===== config.mk =====
export PLATFORM = sky130hd
export DESIGN_NAME = eris_top
export DESIGN_NICKNAME = d
export VERILOG_FILES = /design/src/shared/eris_pkg.sv /design/src/rtl/eris_record.sv /design/src/rtl/eris_top.sv
export SDC_FILE = /design/constraint.sdc
export NUM_CORES = 2
export LEC_CHECK = 0
export ABC_AREA = 1
export BUFFER_PORTS_ARGS = -buffer_cell sky130_fd_sc_hd__buf_4
export CAP_MARGIN = 10
export CORE_ASPECT_RATIO = 1.75
export CORE_UTILIZATION = 25
export DETAILED_ROUTE_END_ITERATION = 12
export SLEW_MARGIN = 15
export SYNTH_ARGS = -nofsm -noshare
export SYNTH_HDL_FRONTEND = slang
export SYNTH_SLANG_ARGS = --single-unit

===== constraint.sdc =====
create_clock -name i_clock -period 8.6 [get_ports i_clock]
set_input_delay 1.29 -clock i_clock [delete_from_list [all_inputs] [get_ports i_clock]]
set_output_delay 1.29 -clock i_clock [all_outputs]
set_load 0.1 [all_outputs]

===== src/shared/eris_pkg.sv =====
// Package with constants and carrier types for the error record interrupt signaling block.
package eris_pkg;
	localparam int unsigned NREC = 4;
	localparam int unsigned CE_W = 2;
	localparam int unsigned CNT_W = 8;
	localparam int unsigned TS_W = 64;
	localparam logic [CNT_W-1:0] CNT_RST = 8'h00;
	localparam logic [TS_W-1:0] TS_RST = 64'h0;
	localparam logic [31:0] MSI_RST = 32'h0;
	localparam logic [1:0] TS_SRC_NONE = 2'h0;
	localparam logic [1:0] TS_SRC_SYS = 2'h1;
	localparam logic [1:0] TS_SRC_IMP = 2'h2;
	localparam logic [31:0] TS_DIV = 32'h00000001;

	// Per record control enables written by software.
	typedef struct packed {
		logic fault_due_en;
		logic fault_ce_en;
		logic rec_ue_en;
		logic rec_de_en;
		logic crit_en;
	} eris_ctl_t;

	// One recording event from the detecting logic.
	typedef struct packed {
		logic valid;
		logic ue;
		logic de;
		logic ce;
		logic crit;
		logic uncontainable;
	} eris_evt_t;

	// Stored syndrome of one record.
	typedef struct packed {
		logic v;
		logic ue;
		logic de;
		logic crit;
		logic of;
		logic [CE_W-1:0] ce;
		logic [CNT_W-1:0] cnt;
		logic [TS_W-1:0] ts;
	} eris_rec_t;

	// One message-signaled configuration triple.
	typedef struct packed {
		logic [63:0] addr;
		logic [31:0] data;
		logic en;
		logic [1:0] sh;
		logic [3:0] memattr;
		logic ns;
	} eris_msi_t;
endpackage

===== src/rtl/eris_record.sv =====
// One error record with its syndrome, counter, timestamp and request logic.
`timescale 1ns/1ps
module eris_record
	import eris_pkg::*;
#(
	parameter bit HAS_COUNTER = 1'b1,
	parameter bit HAS_CRIT = 1'b1,
	parameter bit HAS_TS = 1'b1,
	parameter bit EDGE_ON_ENABLE = 1'b1
)
(
	input wire logic i_clock,
	input wire logic i_rst_n,
	input wire logic i_err_rst_n,
	input wire eris_pkg::eris_ctl_t i_ctl,
	input wire eris_pkg::eris_evt_t i_evt,
	input wire logic i_clr,
	input wire logic [TS_W-1:0] i_ts,
	output eris_pkg::eris_rec_t o_rec,
	output logic o_fault_lvl,
	output logic o_rec_lvl,
	output logic o_crit_lvl,
	output logic o_fault_edge,
	output logic o_rec_edge,
	output logic o_crit_edge
);
	import eris_pkg::*;

	eris_rec_t rec_q;
	eris_ctl_t ctl_q;
	logic ue_in;
	logic [CNT_W:0] cnt_sum;
	logic lvl_f;
	logic lvl_r;
	logic lvl_c;
	logic lf_q;
	logic lr_q;
	logic lc_q;
	logic hist_q;

	// A disabled critical condition is recorded as uncontainable, hence uncorrected.
	assign ue_in = i_evt.ue | i_evt.uncontainable | (i_evt.crit & ~(HAS_CRIT & i_ctl.crit_en));
	assign cnt_sum = {1'b0, rec_q.cnt} + {{CNT_W{1'b0}}, 1'b1};

	// Syndrome storage is reset only by Cold reset so recovery software can read it.
	always_ff @(posedge i_clock or negedge i_rst_n)
	begin
		if (!i_rst_n)
			rec_q <= '0;
		else if (i_evt.valid)
		begin
			rec_q.v <= 1'b1;
			// A higher priority error already held is kept; flags only accumulate.
			rec_q.ue <= rec_q.ue | ue_in;
			rec_q.de <= rec_q.de | i_evt.de;
			rec_q.crit <= rec_q.crit | (HAS_CRIT & i_evt.crit);
			if (HAS_TS && !rec_q.v)
				rec_q.ts <= i_ts;
			if (i_evt.ce && HAS_COUNTER)
			begin
				rec_q.cnt <= cnt_sum[CNT_W-1:0];
				if (cnt_sum[CNT_W])
					rec_q.of <= 1'b1;
			end
			else if (i_evt.ce && rec_q.ce != '1)
				rec_q.ce <= rec_q.ce + {{(CE_W-1){1'b0}}, 1'b1};
		end
		else if (i_clr)
		begin
			rec_q.v <= 1'b0;
			rec_q.ue <= 1'b0;
			rec_q.de <= 1'b0;
			rec_q.crit <= 1'b0;
			rec_q.of <= 1'b0;
			rec_q.ce <= '0;
		end
	end

	// Level conditions from the stored syndrome.
	assign lvl_f = (i_ctl.fault_due_en & rec_q.v & (rec_q.de | rec_q.ue))
		| (i_ctl.fault_ce_en & rec_q.v & (HAS_COUNTER ? rec_q.of : (rec_q.ce != '0)));
	assign lvl_r = rec_q.v & ((rec_q.ue & i_ctl.rec_ue_en) | (rec_q.de & i_ctl.rec_de_en));
	assign lvl_c = HAS_CRIT & i_ctl.crit_en & rec_q.v & rec_q.crit;

	// Previous levels and enables are control state, cleared by either reset.
	always_ff @(posedge i_clock or negedge i_err_rst_n)
	begin
		if (!i_err_rst_n)
		begin
			lf_q <= 1'b0;
			lr_q <= 1'b0;
			lc_q <= 1'b0;
			ctl_q <= '0;
			hist_q <= 1'b0;
		end
		else
		begin
			lf_q <= lvl_f;
			lr_q <= lvl_r;
			lc_q <= lvl_c;
			ctl_q <= i_ctl;
			hist_q <= 1'b1;
		end
	end

	// Edge pulses fire on every enabled recording even when the syndrome is discarded.
	always_comb
	begin
		o_fault_edge = i_evt.valid & ((i_ctl.fault_due_en & (ue_in | i_evt.de))
			| (i_ctl.fault_ce_en & i_evt.ce));
		o_rec_edge = i_evt.valid & ((i_ctl.rec_ue_en & ue_in) | (i_ctl.rec_de_en & i_evt.de));
		o_crit_edge = HAS_CRIT & i_evt.valid & i_ctl.crit_en & i_evt.crit;
		// An enable write that creates a level condition also pulses.
		// History is trusted only a cycle after reset, so a reset never looks like a write.
		if (EDGE_ON_ENABLE && hist_q && (ctl_q != i_ctl))
		begin
			o_fault_edge = o_fault_edge | (lvl_f & ~lf_q);
			o_rec_edge = o_rec_edge | (lvl_r & ~lr_q);
			o_crit_edge = o_crit_edge | (lvl_c & ~lc_q);
		end
	end

	assign o_rec = rec_q;
	assign o_fault_lvl = lvl_f;
	assign o_rec_lvl = lvl_r;
	assign o_crit_lvl = lvl_c;
endmodule


===== src/rtl/eris_top.sv =====
// Top of the error record interrupt signaling block with shared requests and message config.
`timescale 1ns/1ps
module eris_top
	import eris_pkg::*;
#(
	parameter bit HAS_MSI = 1'b1,
	parameter bit USE_SYS_TIMER = 1'b0
)
(
	input wire logic i_clock,
	input wire logic i_rst_n,
	input wire logic i_err_rst_n,
	input wire eris_pkg::eris_ctl_t [NREC-1:0] i_ctl,
	input wire eris_pkg::eris_evt_t [NREC-1:0] i_evt,
	input wire logic [NREC-1:0] i_clr,
	input wire logic [TS_W-1:0] i_sys_count,
	input wire logic [2:0] i_msi_we,
	input wire eris_pkg::eris_msi_t i_msi_wdata,
	output eris_pkg::eris_rec_t [NREC-1:0] o_rec,
	output eris_pkg::eris_msi_t [2:0] o_msi_cfg,
	output logic [1:0] o_timestamp_feature_field,
	output logic o_fault_irq,
	output logic o_recovery_irq,
	output logic o_critical_irq,
	output logic o_fault_pulse,
	output logic o_recovery_pulse,
	output logic o_critical_pulse,
	output logic [2:0] o_irq_state_reg,
	output logic o_msi_req,
	output logic [63:0] o_msi_addr,
	output logic [31:0] o_msi_data
);
	import eris_pkg::*;

	eris_rec_t [NREC-1:0] rec_w;
	logic [NREC-1:0] fl_w;
	logic [NREC-1:0] rl_w;
	logic [NREC-1:0] cl_w;
	logic [NREC-1:0] fe_w;
	logic [NREC-1:0] re_w;
	logic [NREC-1:0] ce_w;
	logic [TS_W-1:0] sys_s1_q;
	logic [TS_W-1:0] sys_s2_q;
	logic [TS_W-1:0] sys_s3_q;
	logic [TS_W-1:0] sys_ok_q;
	logic [TS_W-1:0] tb_q;
	logic [31:0] div_q;
	logic [TS_W-1:0] ts_w;
	eris_msi_t [2:0] msi_q;
	logic [2:0] pend_q;
	logic [2:0] edge_w;
	logic [2:0] lvl_w;
	logic [2:0] msi_ev_w;
	logic [2:0] pend_d;
	logic [2:0] grant_w;
	logic tb_tick;
	logic erst_n;

	// Control state of records and requests falls to either reset, so a Cold reset clears it too.
	assign erst_n = i_err_rst_n & i_rst_n;

	// Sample the system counter through two stages, it comes from another domain.
	always_ff @(posedge i_clock or negedge i_rst_n)
	begin
		if (!i_rst_n)
		begin
			sys_s1_q <= TS_RST;
			sys_s2_q <= TS_RST;
			sys_s3_q <= TS_RST;
		end
		else
		begin
			sys_s1_q <= i_sys_count;
			sys_s2_q <= sys_s1_q;
			sys_s3_q <= sys_s2_q;
		end
	end

	// A raw count may be caught mid-change in some bits; a sample is kept only when it matches
	// the one before or is one step on, otherwise the last good value stands.
	always_ff @(posedge i_clock or negedge i_rst_n)
	begin
		if (!i_rst_n)
			sys_ok_q <= TS_RST;
		else if ((sys_s2_q == sys_s3_q) || (sys_s2_q == sys_s3_q + 64'h1))
			sys_ok_q <= sys_s2_q;
	end

	// Divider for the own timebase: a one-cycle enable every TS_DIV clocks.
	assign tb_tick = (div_q + 32'h1 >= TS_DIV);

	// Divider count, restarting at each enable.
	always_ff @(posedge i_clock or negedge i_rst_n)
	begin
		if (!i_rst_n)
			div_q <= '0;
		else if (tb_tick)
			div_q <= '0;
		else
			div_q <= div_q + 32'h1;
	end

	// Own timebase: a plain binary count, one step per divider enable.
	always_ff @(posedge i_clock or negedge i_rst_n)
	begin
		if (!i_rst_n)
			tb_q <= TS_RST;
		else if (tb_tick)
			tb_q <= tb_q + 64'h1;
	end

	// The filtered count suits a source that moves at most one step per clock; a faster one needs gray code.
	assign ts_w = USE_SYS_TIMER ? sys_ok_q : tb_q;

	// One record instance per error record.
	generate
		for (genvar g = 0; g < NREC; g++)
		begin : g_rec
			eris_record u_rec (
				.i_clock(i_clock),
				.i_rst_n(i_rst_n),
				.i_err_rst_n(erst_n),
				.i_ctl(i_ctl[g]),
				.i_evt(i_evt[g]),
				.i_clr(i_clr[g]),
				.i_ts(ts_w),
				.o_rec(rec_w[g]),
				.o_fault_lvl(fl_w[g]),
				.o_rec_lvl(rl_w[g]),
				.o_crit_lvl(cl_w[g]),
				.o_fault_edge(fe_w[g]),
				.o_rec_edge(re_w[g]),
				.o_crit_edge(ce_w[g])
			);
		end
	endgenerate

	// Requests shared by all records: bit 0 fault, bit 1 recovery, bit 2 critical.
	// One OR per class keeps routing simple, at the price of not telling records apart.
	assign edge_w = {|ce_w, |re_w, |fe_w};
	assign lvl_w = {|cl_w, |rl_w, |fl_w};

	// Level requests, registered so they settle one cycle after the record changes.
	// Registering costs a cycle of latency but keeps the request pins free of glitches.
	always_ff @(posedge i_clock or negedge erst_n)
	begin
		if (!erst_n)
		begin
			o_fault_irq <= 1'b0;
			o_recovery_irq <= 1'b0;
			o_critical_irq <= 1'b0;
		end
		else
		begin
			o_fault_irq <= lvl_w[0];
			o_recovery_irq <= lvl_w[1];
			o_critical_irq <= lvl_w[2];
		end
	end

	// Edge requests stand for exactly one cycle per recording or enabling write.
	always_ff @(posedge i_clock or negedge erst_n)
	begin
		if (!erst_n)
		begin
			o_fault_pulse <= 1'b0;
			o_recovery_pulse <= 1'b0;
			o_critical_pulse <= 1'b0;
		end
		else
		begin
			o_fault_pulse <= edge_w[0];
			o_recovery_pulse <= edge_w[1];
			o_critical_pulse <= edge_w[2];
		end
	end

	// The status view mirrors the three levels so software may poll instead of taking a request.
	always_ff @(posedge i_clock or negedge erst_n)
	begin
		if (!erst_n)
			o_irq_state_reg <= '0;
		else
			o_irq_state_reg <= lvl_w;
	end

	// Record view, registered so every top output comes from a flop; it trails the records by a cycle.
	always_ff @(posedge i_clock or negedge i_rst_n)
	begin
		if (!i_rst_n)
			o_rec <= '0;
		else
			o_rec <= rec_w;
	end

	// Timebase source shown to software; it reads as none while Cold reset holds.
	always_ff @(posedge i_clock or negedge i_rst_n)
	begin
		if (!i_rst_n)
			o_timestamp_feature_field <= TS_SRC_NONE;
		else
			o_timestamp_feature_field <= USE_SYS_TIMER ? TS_SRC_SYS : TS_SRC_IMP;
	end

	// Message configuration: 0 recovery, 1 fault, 2 critical; zero and inert when absent.
	always_ff @(posedge i_clock or negedge i_rst_n)
	begin
		if (!i_rst_n)
			msi_q <= '0;
		else if (HAS_MSI)
		begin
			for (int k = 0; k < 3; k++)
				if (i_msi_we[k])
					msi_q[k] <= i_msi_wdata;
		end
	end

	// Configuration readback; it reads as zero when messages are not built in.
	always_ff @(posedge i_clock or negedge i_rst_n)
	begin
		if (!i_rst_n)
			o_msi_cfg <= '0;
		else
			o_msi_cfg <= HAS_MSI ? msi_q : '0;
	end

	// Edges reordered to the message types: 0 recovery, 1 fault, 2 critical.
	assign msi_ev_w = {edge_w[2], edge_w[0], edge_w[1]};

	// Next pending set; a type whose message is disabled is never queued.
	always_comb
	begin
		pend_d = pend_q;
		for (int k = 0; k < 3; k++)
			if (msi_ev_w[k] && HAS_MSI && msi_q[k].en)
				pend_d[k] = 1'b1;
	end

	// One write per cycle, recovery first; a later type waits in its pending bit, so none is lost.
	always_comb
	begin
		grant_w = 3'h0;
		if (pend_d[0])
			grant_w = 3'h1;
		else if (pend_d[1])
			grant_w = 3'h2;
		else if (pend_d[2])
			grant_w = 3'h4;
	end

	// Pending bits are control state and fall to the recovery reset.
	always_ff @(posedge i_clock or negedge erst_n)
	begin
		if (!erst_n)
			pend_q <= '0;
		else
			pend_q <= pend_d & ~grant_w;
	end

	// Message write: address and data of the granted type, with a one-cycle request strobe.
	always_ff @(posedge i_clock or negedge erst_n)
	begin
		if (!erst_n)
		begin
			o_msi_req <= 1'b0;
			o_msi_addr <= '0;
			o_msi_data <= MSI_RST;
		end
		else
		begin
			o_msi_req <= |grant_w;
			for (int k = 0; k < 3; k++)
				if (grant_w[k])
				begin
					o_msi_addr <= msi_q[k].addr;
					o_msi_data <= msi_q[k].data;
				end
		end
	end
endmodule


==> impl_metrics.tcl <==
set metrics [dict create \
    grt_start_max_net_pins 188 \
    drt_wl_total_mm 180 \
    syn_area_per_cell_um2 11.4 \
    yosys.area.top_type_share_pct 69.9 \
    ios 958 \
    path_max_fanout 46 \
    clk_pin_slew_ns 0.07 \
    outcome "finished clean" \
    dieArea_um2 215000 \
    dr.first_iter.drc_count 2373 \
    die_w_um 351 \
    die_h_um 613 \
    hold_slack_ns 0.359 \
    track_usage_pct 16.3 \
    num_vias 37600 \
    power_density_nw_per_um2 292 \
    intPower_uw 12400 \
    ys_types 43 \
    power_frac_comb_pct 26.1 \
    ys_seq_area_share_pct 69.9 \
    final_nets 5803 \
    h-tree-depth 4 \
    syn_area_um2 53400 \
    critPathArrivalTime_ns 5.22 \
    clock_latency_ns 0.81 \
    vias_per_cell 4.41 \
    place_area_um2 63200 \
    yosys_register_bits 1491 \
    max_slew_margin_pct 28.2 \
    dpl.hpwl_mm 127 \
    cts_root_buf "clkbuf_16" \
    drv_slew 0 \
    switching_share_pct 37.6 \
    holdBufCountCts 0 \
    fin_crit_ns 4.52 \
    layout-drive-gt1-share_pct 25.0 \
    ys.flop_type "dfrtp_1" \
    fillers 21500 \
    hold_path.class "register to register" \
    power_leakage_uw 0.0329 \
    clock_skew_ns 0.0826 \
    cts_buffers 148 \
    cap_violations 0 \
    cts_tree "built" \
    rsz0062_at_grt "no" \
    synth_top_cell_by_area "dfrtp_1" \
    coreArea_um2 212000 \
    cp-start-kind "primary input" \
    fmax_mhz 221 \
    grt-ovfl-total 0 \
    fin_setup_tns_ns 0 \
    period_share_pct 52.5 \
    irDropWorstVdd_uv 292 \
    mostFrequentLayoutCell "dfrtp_1" \
    setup_viol 0 \
    grt_pass1_wl_mm 259 \
    dp_cells 8248 \
    syn2layout_area_growth_pct 27.7 \
    fp-row-count 224 \
    timing_worst_setup_path_type "primary input to register" \
    synth_edf_count 0 \
    hold_viol_final 0 \
    syn_inst 4680 \
    seqPwrFrac_pct 40.3 \
    finalInstanceArea_um2 68200 \
    clockBufferDepth 4 \
    layout_common_cells "dfrtp_1 (1491), nand2_1 (1066), buf_4 (922)" \
    yosysWarningCount 0 \
    grt_antenna_before_repair 25 \
    dr.pass1.iters 7 \
    synth-async-reset-ratio_pct 100 \
    r2r_slack_ns 4.61 \
    drc_errors 0 \
    p_clk_share_pct 33.5 \
    synth.top_cells.by_area "dfrtp_1 (70%), nand2_1 (7.5%), mux2_2 (4.6%)" \
    antenna_left 0 \
    cts_resized 0 \
    cp-end-kind "register" \
    worst_pin_slew_ns 1.08 \
    start_util_pct 25.1 \
    place_congestion 0.930 \
    power_switching_uw 7490 \
    required_ns 9.30 \
    fin_cells 8525 \
    cts.sinks 1491 \
    top_regs "g_rec.u_rec.o_rec: 316 flops, o_rec: 316 flops" \
    post_drt_wl_per_cell_um 21.1 \
    cts_setup_buffers 0 \
    grt_pass1_vias 38500 \
    port_buffers 892 \
]
## path summary, 6_finish.rpt
| path | start | endpoint | cells after the start |
|---|---|---|---|
| max in group asynchronous | i_rst_n | g_rec[3].u_rec.o_rec[19] | 3 |
| setup / recovery | i_evt[11] | o_msi_addr[43] | 16 |
| hold reg to reg | g_rec[1].u_rec.o_rec[9] | o_rec[88] | 0 |
| setup reg to reg | div_q[0] | tb_q[56] | 13 |
| hold / removal | g_rec[1].u_rec.o_rec[9] | o_rec[88] | 0 |
| min in group asynchronous | i_rst_n | o_msi_cfg[211] | 1 |
## synth_stat cells (9+ instances only)
cell type  instances
dfrtp_1         1491
nand2_1         1070
o21ai_0          462
nand3_1          361
inv_1            329
mux2_2           216
nor2_1           160
clkbuf_1         139
nand4_1          115
xor2_1            86
nor3_1            51
buf_2             44
xnor2_1           22
buf_6             14
buf_4             12
a21oi_1           11
buf_1             11
nor4_1            10
nand3b_1           9
## power by group through the flow
stage | logic, µW | clock network, µW | registers [µW]
6_report | 5210 | 6680 | 8040
3_5_place_dp | 5230 | 0 | 8160
2_1_floorplan | 889 | 0 | 10900
3_3_place_gp | 5210 | 0 | 8140
4_1_cts | 5230 | 6860 | 8040
5_1_grt | 5430 | 7110 | 8110
## critical path, cell delays in order
cell and delay (ns):
buf_4 0.16, nand3_1 0.14, nand2_1 0.22, nor2_1 0.14
o21ai_1 0.23, nor2_1 0.19, nand2_1 0.07, nor2_1 0.12
nand3_2 0.22, nand2_4 0.24, buf_4 0.64, buf_4 0.73
nand3_1 0.37, nand3_1 0.20, nand2_1 0.07, nand2_1 0.06
## stage by stage
| step | utilization, % | power [µW] | setup slack, ns |
|---|---|---|---|
| finish | 32.1 | 19900 | 4.08 |
| global route | 32.1 | 20600 | 4.01 |
| CTS | 32.1 | 20100 | 4.26 |
| detailed placement | 29.8 | 13400 | 3.42 |
| global placement | 29.7 | 13300 | 3.40 |
| floorplan | - | 11800 | 3.58 |
## per-layer routing
metal  track usage, %  wire (µm)
met1             16.7      61800
met2             27.8      88200
met3             6.50      19000
met4             9.50      10600
met5                0         24
## cell type report
cell class                 instances  area, µm²  share of cell area (%)
tap                             2825       3530                    5.18
clock buffer                     204       4270                    6.25
sequential                      1491      37300                    54.7
timing repair buffer             932       7120                    10.4
antenna                           22       55.1                  0.0807
multi-input combinational       2665      14000                    20.5
clock inverter                    51        678                   0.994
inverter                         335       1270                    1.86
## logic make-up after synthesis
group / count (synthesis) / share of synthesized area (%)
simple gates: 1809 / 14.7
flops: 1491 / 69.9
buf+inv: 555 / 4.29
compound gates: 491 / 4.65
mux: 216 / 4.56
xor+xnor: 108 / 1.77
fa+ha+maj: 8 / 0.187
other cells: 2 / 0.0141
Note: power is estimated with default switching activity, not from simulation.
